File: config.mk
export PLATFORM = sky130hd
export DESIGN_NAME = amcs_control
export DESIGN_NICKNAME = d
export VERILOG_FILES = /design/src/core/amcs_pkg.sv /design/src/core/amcs_rate_div.sv /design/src/core/amcs_control.sv
export SDC_FILE = /design/constraint.sdc
export NUM_CORES = 1
export LEC_CHECK = 0
export BUFFER_PORTS_ARGS = -buffer_cell sky130_fd_sc_hd__buf_2
export CAP_MARGIN = 20
export CORE_ASPECT_RATIO = 0.9
export CORE_MARGIN = 3
export CORE_UTILIZATION = 60
export CTS_BUF_LIST = sky130_fd_sc_hd__clkbuf_4 sky130_fd_sc_hd__clkbuf_8
export DETAILED_ROUTE_END_ITERATION = 8
export HOLD_SLACK_MARGIN = 0.12
export PLACE_DENSITY = 0.81
export SYNTH_ARGS = -nofsm -noshare
export SYNTH_HDL_FRONTEND = slang
export SYNTH_SLANG_ARGS = --single-unit
File: constraint.sdc
create_clock -name mclk -period 5.4 [get_ports mclk]
set_clock_uncertainty 0.2 [all_clocks]
set_input_delay 1.35 -clock mclk [delete_from_list [all_inputs] [get_ports mclk]]
set_output_delay 1.35 -clock mclk [all_outputs]
set_load 0.02 [all_outputs]
File: src/core/amcs_pkg.sv
// package for the converter timing control: pin codes, ratios, settling counts
// assumes a single master clock domain; no register bus
package amcs_pkg;
	// profile select codes
	localparam logic [1:0] PROF_HIGH_SPEED = 2'h0;
	localparam logic [1:0] PROF_HIGH_RES = 2'h1;
	localparam logic [1:0] PROF_LOW_POWER = 2'h2;
	localparam logic [1:0] PROF_LOW_SPEED = 2'h3;
	// format select boundaries
	localparam logic [2:0] FMT_FRAME_FIRST = 3'h3;
	localparam logic [2:0] FMT_MODULATOR = 3'h6;
	// clock-to-rate ratios
	localparam int RATIO_256 = 256;
	localparam int RATIO_512 = 512;
	localparam int RATIO_2560 = 2560;
	localparam int RATIO_W = 12;
	// settling, in conversion periods
	localparam int SETTLE_SPI = 129;
	localparam int SETTLE_FRAME = 128;
	localparam int SETTLE_W = 8;
	// master clock limits, in kHz, kept for reference by the host side
	localparam int MIN_CLK_KHZ = 100;
	localparam int MAX_CLK_HS_KHZ = 32768;
	localparam int MAX_CLK_HR_KHZ = 27000;

	typedef enum logic [1:0] {
		AMCS_PROTO_SPI,
		AMCS_PROTO_FRAME,
		AMCS_PROTO_MOD
	} amcs_proto_type;

	typedef struct packed {
		logic [1:0] profile;
		logic clock_divide_select;
	} amcs_cfg_type;
endpackage

File: src/core/amcs_rate_div.sv
// conversion-period divider: one-cycle pulse every ratio master clocks
// assumes clear comes from logic on the same clock
`timescale 1ns/100ps
module amcs_rate_div #(
	parameter int W = 12
) (
	input wire logic mclk,
	input wire logic rst_n,
	input wire logic clear,
	input wire logic [W-1:0] ratio,
	output logic conv_pulse
);
	logic [W-1:0] count;

	always_ff @(posedge mclk) begin
		if (!rst_n || clear) begin
			count <= '0;
			conv_pulse <= 1'b0;
		end else if (count >= ratio - W'(1)) begin
			count <= '0;
			conv_pulse <= 1'b1;
		end else begin
			count <= count + W'(1);
			conv_pulse <= 1'b0;
		end
	end
endmodule

File: src/core/amcs_control.sv
// conversion timing control: profile and ratio selection, filter restart,
// data-valid gating for the spi and frame-sync protocols
// assumes mode, divider, format and restart pins are asynchronous to mclk,
// sclk is oversampled on mclk; serial shifting lives outside this block
`timescale 1ns/100ps

// How it works
// - one master clock drives all eight channels
// - profile pins pick speed, resolution, power, slow
// - profile pins watched continuously, no restart needed
// - high-speed 256, high-resolution 512 clocks per word
// - low-power 512/256, low-speed 2560/512 by divider
// - word rate scales with master clock frequency
// - spi: ready held high after change, 129 max
// - frame-sync: outputs low after change, 127-128
// - restart low halts and clears filter counters
// - restart high resumes conversion aligned to release
// - restart sampled on master clock edges
// - spi: ready goes high on restart low
// - spi: ready falls after settling, 129 max
// - frame-sync: outputs low through restart and settling
// - format pins pick spi, frame-sync or modulator
// - spi: ready returns high on first sclk fall
module amcs_control #(
	parameter int SETTLE_SPI = amcs_pkg::SETTLE_SPI,
	parameter int SETTLE_FRAME = amcs_pkg::SETTLE_FRAME
) (
	input wire logic mclk,
	input wire logic rst_n,
	input wire logic [1:0] profile_select,
	input wire logic clock_divide_select,
	input wire logic [2:0] format_select,
	input wire logic restart_n,
	input wire logic sclk,
	output logic data_ready_n,
	output logic result_valid,
	output logic conv_strobe,
	output logic filter_clear,
	output logic [1:0] profile,
	output logic [amcs_pkg::RATIO_W-1:0] ratio,
	output amcs_pkg::amcs_proto_type protocol
);
	// ************************************************************
	// pin synchronisers
	// ************************************************************
	amcs_pkg::amcs_cfg_type cfg_meta;
	amcs_pkg::amcs_cfg_type cfg_sync;
	amcs_pkg::amcs_cfg_type cfg_last;
	logic [2:0] fmt_meta;
	logic [2:0] fmt_sync;
	logic restart_meta;
	logic restart_sync;
	logic sclk_meta;
	logic sclk_sync;
	logic sclk_last;

	always_ff @(posedge mclk) begin
		if (!rst_n) begin
			cfg_meta <= '0;
			cfg_sync <= '0;
			fmt_meta <= 3'h0;
			fmt_sync <= 3'h0;
			restart_meta <= 1'b1;
			restart_sync <= 1'b1;
			sclk_meta <= 1'b0;
			sclk_sync <= 1'b0;
			sclk_last <= 1'b0;
		end else begin
			cfg_meta <= '{profile: profile_select, clock_divide_select: clock_divide_select};
			cfg_sync <= cfg_meta;
			fmt_meta <= format_select;
			fmt_sync <= fmt_meta;
			restart_meta <= restart_n;
			restart_sync <= restart_meta;
			sclk_meta <= sclk;
			sclk_sync <= sclk_meta;
			sclk_last <= sclk_sync;
		end
	end

	// ************************************************************
	// profile, ratio and protocol decode
	// ************************************************************
	logic [amcs_pkg::RATIO_W-1:0] next_ratio;
	amcs_pkg::amcs_proto_type next_protocol;
	logic cfg_change;
	logic sclk_fall;

	always_comb begin
		unique case (cfg_sync.profile)
			amcs_pkg::PROF_HIGH_SPEED: next_ratio = amcs_pkg::RATIO_W'(amcs_pkg::RATIO_256);
			amcs_pkg::PROF_HIGH_RES: next_ratio = amcs_pkg::RATIO_W'(amcs_pkg::RATIO_512);
			amcs_pkg::PROF_LOW_POWER: next_ratio = cfg_sync.clock_divide_select ?
				amcs_pkg::RATIO_W'(amcs_pkg::RATIO_512) :
				amcs_pkg::RATIO_W'(amcs_pkg::RATIO_256);
			amcs_pkg::PROF_LOW_SPEED: next_ratio = cfg_sync.clock_divide_select ?
				amcs_pkg::RATIO_W'(amcs_pkg::RATIO_2560) :
				amcs_pkg::RATIO_W'(amcs_pkg::RATIO_512);
		endcase
		if (fmt_sync >= amcs_pkg::FMT_MODULATOR) begin
			next_protocol = amcs_pkg::AMCS_PROTO_MOD;
		end else if (fmt_sync >= amcs_pkg::FMT_FRAME_FIRST) begin
			next_protocol = amcs_pkg::AMCS_PROTO_FRAME;
		end else begin
			next_protocol = amcs_pkg::AMCS_PROTO_SPI;
		end
	end

	// profile changes are acted on at any time, no reset needed
	assign cfg_change = (cfg_sync != cfg_last);
	assign sclk_fall = sclk_last && !sclk_sync;

	always_ff @(posedge mclk) begin
		if (!rst_n) begin
			cfg_last <= '0;
			profile <= amcs_pkg::PROF_HIGH_SPEED;
			ratio <= amcs_pkg::RATIO_W'(amcs_pkg::RATIO_256);
			protocol <= amcs_pkg::AMCS_PROTO_SPI;
		end else begin
			cfg_last <= cfg_sync;
			profile <= cfg_sync.profile;
			ratio <= next_ratio;
			protocol <= next_protocol;
		end
	end

	// ************************************************************
	// filter restart and conversion timing
	// ************************************************************
	// held clear while restart is low or a config change lands; the divider
	// then restarts from zero on release, so every device shares the edge
	logic clear_now;
	logic conv_pulse;

	assign clear_now = !restart_sync || cfg_change;

	always_ff @(posedge mclk) begin
		if (!rst_n) begin
			filter_clear <= 1'b1;
		end else begin
			filter_clear <= clear_now;
		end
	end

	// all channels take the same strobe from the one master clock
	amcs_rate_div #(
		.W(amcs_pkg::RATIO_W)
	) u_div (
		.mclk(mclk),
		.rst_n(rst_n),
		.clear(clear_now),
		.ratio(next_ratio),
		.conv_pulse(conv_pulse)
	);

	always_ff @(posedge mclk) begin
		if (!rst_n) begin
			conv_strobe <= 1'b0;
		end else begin
			conv_strobe <= conv_pulse && !clear_now;
		end
	end

	// ************************************************************
	// settling counter and valid gating
	// ************************************************************
	logic [amcs_pkg::SETTLE_W-1:0] settle_count;
	logic settled;
	logic [amcs_pkg::SETTLE_W-1:0] settle_target;

	// frame-sync needs one period less; ready stays high in that mode, only result_valid waits on it
	assign settle_target = (next_protocol == amcs_pkg::AMCS_PROTO_FRAME) ?
		amcs_pkg::SETTLE_W'(SETTLE_FRAME) : amcs_pkg::SETTLE_W'(SETTLE_SPI);

	always_ff @(posedge mclk) begin
		if (!rst_n || clear_now) begin
			settle_count <= '0;
			settled <= 1'b0;
		end else if (conv_pulse && !settled) begin
			settle_count <= settle_count + amcs_pkg::SETTLE_W'(1);
			if (settle_count + amcs_pkg::SETTLE_W'(1) >= settle_target) begin
				settled <= 1'b1;
			end
		end
	end

	// ************************************************************
	// data-ready and result gating outputs
	// ************************************************************
	// ready falls on each settled conversion, rises on sclk fall; the word that
	// completes settling already counts, otherwise the fall comes one period late
	logic settle_hit;

	assign settle_hit = conv_pulse &&
		(settled || settle_count + amcs_pkg::SETTLE_W'(1) >= settle_target);

	always_ff @(posedge mclk) begin
		if (!rst_n) begin
			data_ready_n <= 1'b1;
		end else if (clear_now || next_protocol != amcs_pkg::AMCS_PROTO_SPI) begin
			data_ready_n <= 1'b1;
		end else if (settle_hit) begin
			data_ready_n <= 1'b0;
		end else if (sclk_fall || !settled) begin
			data_ready_n <= 1'b1;
		end
	end

	always_ff @(posedge mclk) begin
		if (!rst_n) begin
			result_valid <= 1'b0;
		end else begin
			result_valid <= settled && !clear_now;
		end
	end
endmodule

# == After elaboration in Yosys (flattened, before gate mapping) ==
# Index checks and enable logic that the tools add are counted.
# totals
wordCells,66
in_bits,10
ff_bits,60
out_inout_bits,20
# op_classes
eq_ne,5
addsub,3
order_cmp,4
reduce_logical,21
n_bitwise,1
mux,9
# ops
cell,n
12-bit one-hot mux with 4 select lines,1
12-bit by 1-bit adder with 12-bit output (second input constant),1
12-bit >= comparator,1
12-bit 2-to-1 mux,1
12-bit by 1-bit subtractor with 12-bit output (second input constant),1
10-bit 2-to-1 mux,1
8-bit by 1-bit adder with 8-bit output (second input constant),1
8-bit >= comparator,1
1-bit logical AND,5
1-bit logical NOT,5
1-bit logical OR,5
1-bit 2-to-1 mux,5
2-bit by 1-bit equality test with 1-bit output (second input constant),2
2-bit equality test (second input constant),2
2-bit nonzero test,2
2-bit OR reduction,2
3-bit by 2-bit >= comparator with 1-bit output (second input constant),1
3-bit >= comparator (second input constant),1
3-bit != test,1
2-bit logical NOT,1
2-bit 2-to-1 mux,1
2-bit AND reduction,1
1-bit inverter,1

# == Logic depth before layout (Yosys ltp) ==
# logic_depth
ltp_word,9
mapped_depth,11
depth_no_buf,10

# == Cells and area by module ==
# A second synthesis with hierarchy kept.
# hier_totals
hier_cells,254
hier_area_um2,2464.9
# modules_own_cells
module,seq_area_each_um2,instances,cells_each,area_each_um2
amcs_control,760.7,1,141,1431.4
amcs_rate_div,260.2,1,113,1033.5

# == Worst setup path before layout ==
# Ideal clock, no wire load.
# synth_path
kind,flip-flop to flip-flop
start,register fmt_sync[2]
end,register settled
setup_slack_ns,2.938
arrival_time_ns,2.142
synth_period_minus_slack_ns,2.462
setup_ns,0.120
stages_incl_launch_ff,8
required_ns,5.080
n_path_buf,0
path_cell_list,dfxtp_1 -> mux2_2 -> ha_1 -> or3b_1 -> or4_1 -> o21ai_2 -> a211oi_1 -> o31a_1
# synth_between
elab_chain_len,7
word_cells_on_any_way,8
cone_classes,3 x order compare; 1 x eq/ne; 3 x mux; 1 x reduce/logical
# synth_rtl
element,line,rtl
from (decl),amcs_control.sv:50,logic [2:0] fmt_sync;
from (signal assigned),amcs_control.sv:72,fmt_sync <= fmt_meta;
3-bit by 2-bit >= comparator with 1-bit output,amcs_control.sv:102,end else if (fmt_sync >= amcs_pkg::FMT_FRAME_FIRST) begin
1-bit 2-to-1 mux,amcs_control.sv:102,
2-bit 2-to-1 mux *,amcs_control.sv:100,if (fmt_sync >= amcs_pkg::FMT_MODULATOR) begin
2-bit by 1-bit equality test with 1-bit output *,amcs_control.sv:172,assign settle_target = (next_protocol == amcs_pkg::AMCS_PROTO_FRAME) ?
1-bit 2-to-1 mux *,amcs_control.sv:172,
8-bit >= comparator *,amcs_control.sv:181,if (settle_count + amcs_pkg::SETTLE_W'(1) >= settle_target) begin
2-bit AND reduction (no line) *,n/a,
to (signal assigned),amcs_control.sv:178,settled <= 1'b0;
to (signal assigned),amcs_control.sv:182,settled <= 1'b1;
to (decl),amcs_control.sv:168,logic settled;
# Every way passes the cells marked *; elsewhere a longest branch is shown, timed or not.
# A chain may end at the register's enable or synchronous reset.

# == Worst setup path after layout ==
# layout_path
start,input port rst_n
end,register u_div.count[9]
# layout_between
elab_chain_len,3
# layout_rtl
element,line,rtl
from (decl),amcs_control.sv:29,"input wire logic rst_n,"
1-bit logical NOT,n/a,
1-bit logical OR,amcs_rate_div.sv:16,if (!rst_n || clear) begin
2-bit OR reduction (no line),n/a,
to (signal assigned),amcs_rate_div.sv:23,count <= count + W'(1);
to (decl),amcs_rate_div.sv:13,logic [W-1:0] count;
# Every way passes these cells.

==> qor_table.md <==
| Parameter | Reported |
|---|---|
| Share of the clock period used by the worst path after layout | 52.6% |
| P per Cell Area | 290 mW/mm^2 |
| Achievable frequency | 352 MHz |
| Vertical die dimension | 61.2 um |
| Top cells by area in the synthesized netlist | sky130_fd_sc_hd__dfxtp_1, sky130_fd_sc_hd__and2_1, sky130_fd_sc_hd__nor2_1 |
| Kind of cell with the highest combined delay on the critical path | simple AND/OR/NAND/NOR gates |
| Source of the worst register-to-register timing path | cfg_sync[0] |
| Capturing element type of the critical path | flip-flop |
| Hold Crit Endpoint | restart_sync |
| Unrepaired setup endpoints after global routing | false |
| Proportion of register bits with asynchronous set or reset after synthesis | 0% |
| Unique cell type count in the Yosys netlist | 34 |
| CTS Buf Count | 5 |
| Final Non-Filler Cells | 280 |
| Antenna violations before repair | 0 |
| Slowest cell delay on critical path | 0.54 ns |
| Finished Core Util | 70.2% |
| Sum of negative setup slack | 0 ns |
| Cell count after synthesis | 217 |
| Static Leak | 0.916 nW |
| Hold path startpoint | restart_meta |
| Vias in the first global route | 1316 |
| # nets final | 255 |
| Primary flip-flop cell chosen by synthesis mapping | sky130_fd_sc_hd__dfxtp_1 |
| Vias post-DR | 1382 |
| Die outline area | 0.00412 mm^2 |
| TritonCTS clock tree | built |
| Launch point of the worst path | rst_n |
| Max Fanout on Critical Path | 24 |
| Starting density of the core | 64.7% |
| Data required, critical path | 5.44 ns |
| Register bit total from synthesis | 51 |
| Actual transition at the worst max-transition pin | 0.587 ns |
| Clock slew at the register clock pins of the worst setup and hold paths | 0.09 ns |
| Crit Reg-Reg Endpoint | u_div.count[9] |
| Wire length of the first global-routing pass | 5240 um |
| Clock latency on the worst-skew pair | 0.31 ns |
| DRC | 0 |
| Kind of start point of the critical path | primary input |
| Setup violators final | 0 |
| Worst hold path depth | 1 |
| Gp weighted congestion | 0.795 |
| Port-buffer cells | 20 |
| Antenna Diode Count | 0 |
| Avg Synthesized Cell Area | 9.35 um^2 |
| Max-slew violation count | 0 |
| Summed area of non-filler cells in the final layout | 0.00220 mm^2 |
| Area overhead of the layout relative to synthesis | 8.57% |
| Share of Yosys cell area claimed by the top area cell type | 50.3% |
| Die Wd | 67.3 um |
| Detail Placement HPWL | 2100 um |
| Worst Reg-to-Reg Cells | 9 |
| Data arrival time of the worst path | 2.88 ns |
| Hold-fix buffers, CTS | 0 |
| CP max-delay cell | sky130_fd_sc_hd__nand4_1 |
| Maximum ir drop on the vdd rail | 0.217 mV |
| Worst max-slew margin expressed relative to the limit | 60.7% |
| Mean number of vias per cell | 4.94 |
| Area of the mapped netlist | 0.00203 mm^2 |
| Io pins | 30 |
| Number of sinks handled by clock tree synthesis | 51 |
| Wire length per cell after detailed routing | 10.6 um |
| Fin. Hold Viols | 0 |
| Warning count from the yosys run | 0 |
| Clock root buffer master | sky130_fd_sc_hd__clkbuf_8 |
| Cell types with the highest counts after synthesis | sky130_fd_sc_hd__dfxtp_1, sky130_fd_sc_hd__nor2_1, sky130_fd_sc_hd__and2_1, sky130_fd_sc_hd__nand2_1, sky130_fd_sc_hd__xor2_1 |
| Layout cell share with drive strength beyond 1 | 12.6% |
| Ordered cell list for the critical path | buf_2 > nand4_1 > nand2b_1 > nor2_1 |
| Max H-tree Level | 2 |
| CP Class | in -> reg |
| Number of optimization iterations in the first detailed-route pass | 4 |
| Row cnt | 19 |
| Post-Place Cell Area | 0.00211 mm^2 |
| Shortest period the worst path allows | 2.84 ns |
| Violation count after the first detailed-routing iteration | 65 |
| Run status | completed |
| Count of fill cells added during filler insertion | 257 |
| Maximum count of clock buffers along a single path | 2 |
| Area inside the core boundary | 0.00314 mm^2 |
| Most used standard cell by instance count after synthesis | sky130_fd_sc_hd__dfxtp_1 |
| Worst hold path class | reg -> reg |
| GRT Total Usage | 17.0% |
| Placed insts | 272 |
| Number of synthesized flops with an enable pin | 0 |
| Count of buffers added by post-CTS timing repair for setup | 0 |
| Number of buffer and inverter stages on the critical path | 1 |
| Post-Route WL | 2970 um |
| Remaining Overflow, GRT | 0 |
| Detail Route Antenna Nets | 0 |
| Setup slack, reg-to-reg | 2.73 ns |
| Largest area contributor in the netlist | sky130_fd_sc_hd__dfxtp_1 |
| Maximum number of pins on one net before global-route repair | 25 |
| Number of cells upsized or downsized after cts | 0 |
| Register area share after synthesis | 50.3% |
| Count of max-cap constraint violations | 0 |
-- layout make-up --
class | count | area, um^2 | share of cell area (%)
sequential | 51 | 1020 | 46.3
clock inverter | 2 | 12.5 | 0.568
timing repair buffer | 20 | 100 | 4.54
inverter | 10 | 37.5 | 1.70
clock buffer | 6 | 76.3 | 3.46
multi-input combinational | 149 | 903 | 41.0
tap | 42 | 52.6 | 2.39
-- metrics by stage --
step                total power, W  setup slack, ns  hold WS (ns)
floorplan                 0.000428             2.94         0.186
global route              0.000665             2.30         0.226
global placement          0.000430             2.24         0.200
detailed placement        0.000431             2.21         0.208
CTS                       0.000644             2.54         0.219
finish                    0.000639             2.56         0.209
-- worst max path at each step --
stage | slack (ns) | cells past startpoint | to
6_report | 2.56 | 4 | u_div.count[9]
2_1_floorplan | 2.94 | 7 | settled
3_3_place_gp | 2.24 | 4 | u_div.count[9]
4_1_cts | 2.54 | 4 | u_div.count[6]
5_1_grt | 2.30 | 4 | u_div.count[4]
3_5_place_dp | 2.21 | 4 | u_div.count[2]
-- flip-flops by register name (all words and copies together), names as in the netlist, 3 cells and up --
register	count
cfg_sync	3
cfg_last	3
u_div.count	12
fmt_meta	3
cfg_meta	3
fmt_sync	3
settle_count	8
ratio	3
-- kinds of logic (layout without fill, tap and decap cells) --
logic type      count (synthesis)  after routing  share of synthesized area (%)
compound gates                 20             20                           6.29
xor+xnor                       18             18                           7.77
fa+ha+maj                       8              8                           4.93
buf+inv                        25             38                           6.66
flops                          51             51                           50.3
mux                             1              1                          0.555
other cells                     1              9                          0.185
simple gates                   93             93                           23.3
-- power breakdown --
group | total [W] | internal [W] | switching [W]
clock network | 0.000217 | 0.0000957 | 0.000121
registers | 0.000389 | 0.000385 | 0.00000431
logic | 0.0000324 | 0.0000112 | 0.0000211
-- per-layer routing --
layer / track usage, % / vias up / part of all wire, %
met5: 0 / - / 0
met4: 6.94 / 0 / 1.4
met3: 6.57 / 5 / 4.4
met2: 28.7 / 21 / 45
met1: 19.5 / 621 / 49
li1: - / 735 / -
-- cell usage in the layout (no fill, tap or decap), drive strengths merged --
cell type	instances
dfxtp	51
nor2	30
and2	21
buf	20
nand2	12
xor2	12
inv	10
nand3	9
conb	9
a21oi	8
ha	8
xnor2	6
clkbuf	6
nand4	5
a211oi	3
nand2b	3
or3	3
o21ai	3
a21o	2
and3	2
mux2	1
nor2b	1
nor4	1
nor3	1
and4	1
or3b	1
or4	1
or2	1
a311oi	1
a31oi	1
o31a	1
nor4b	1
o31ai	1
clkinv	1
clkinvlp	1
Note: power is estimated with default switching activity, not from simulation.
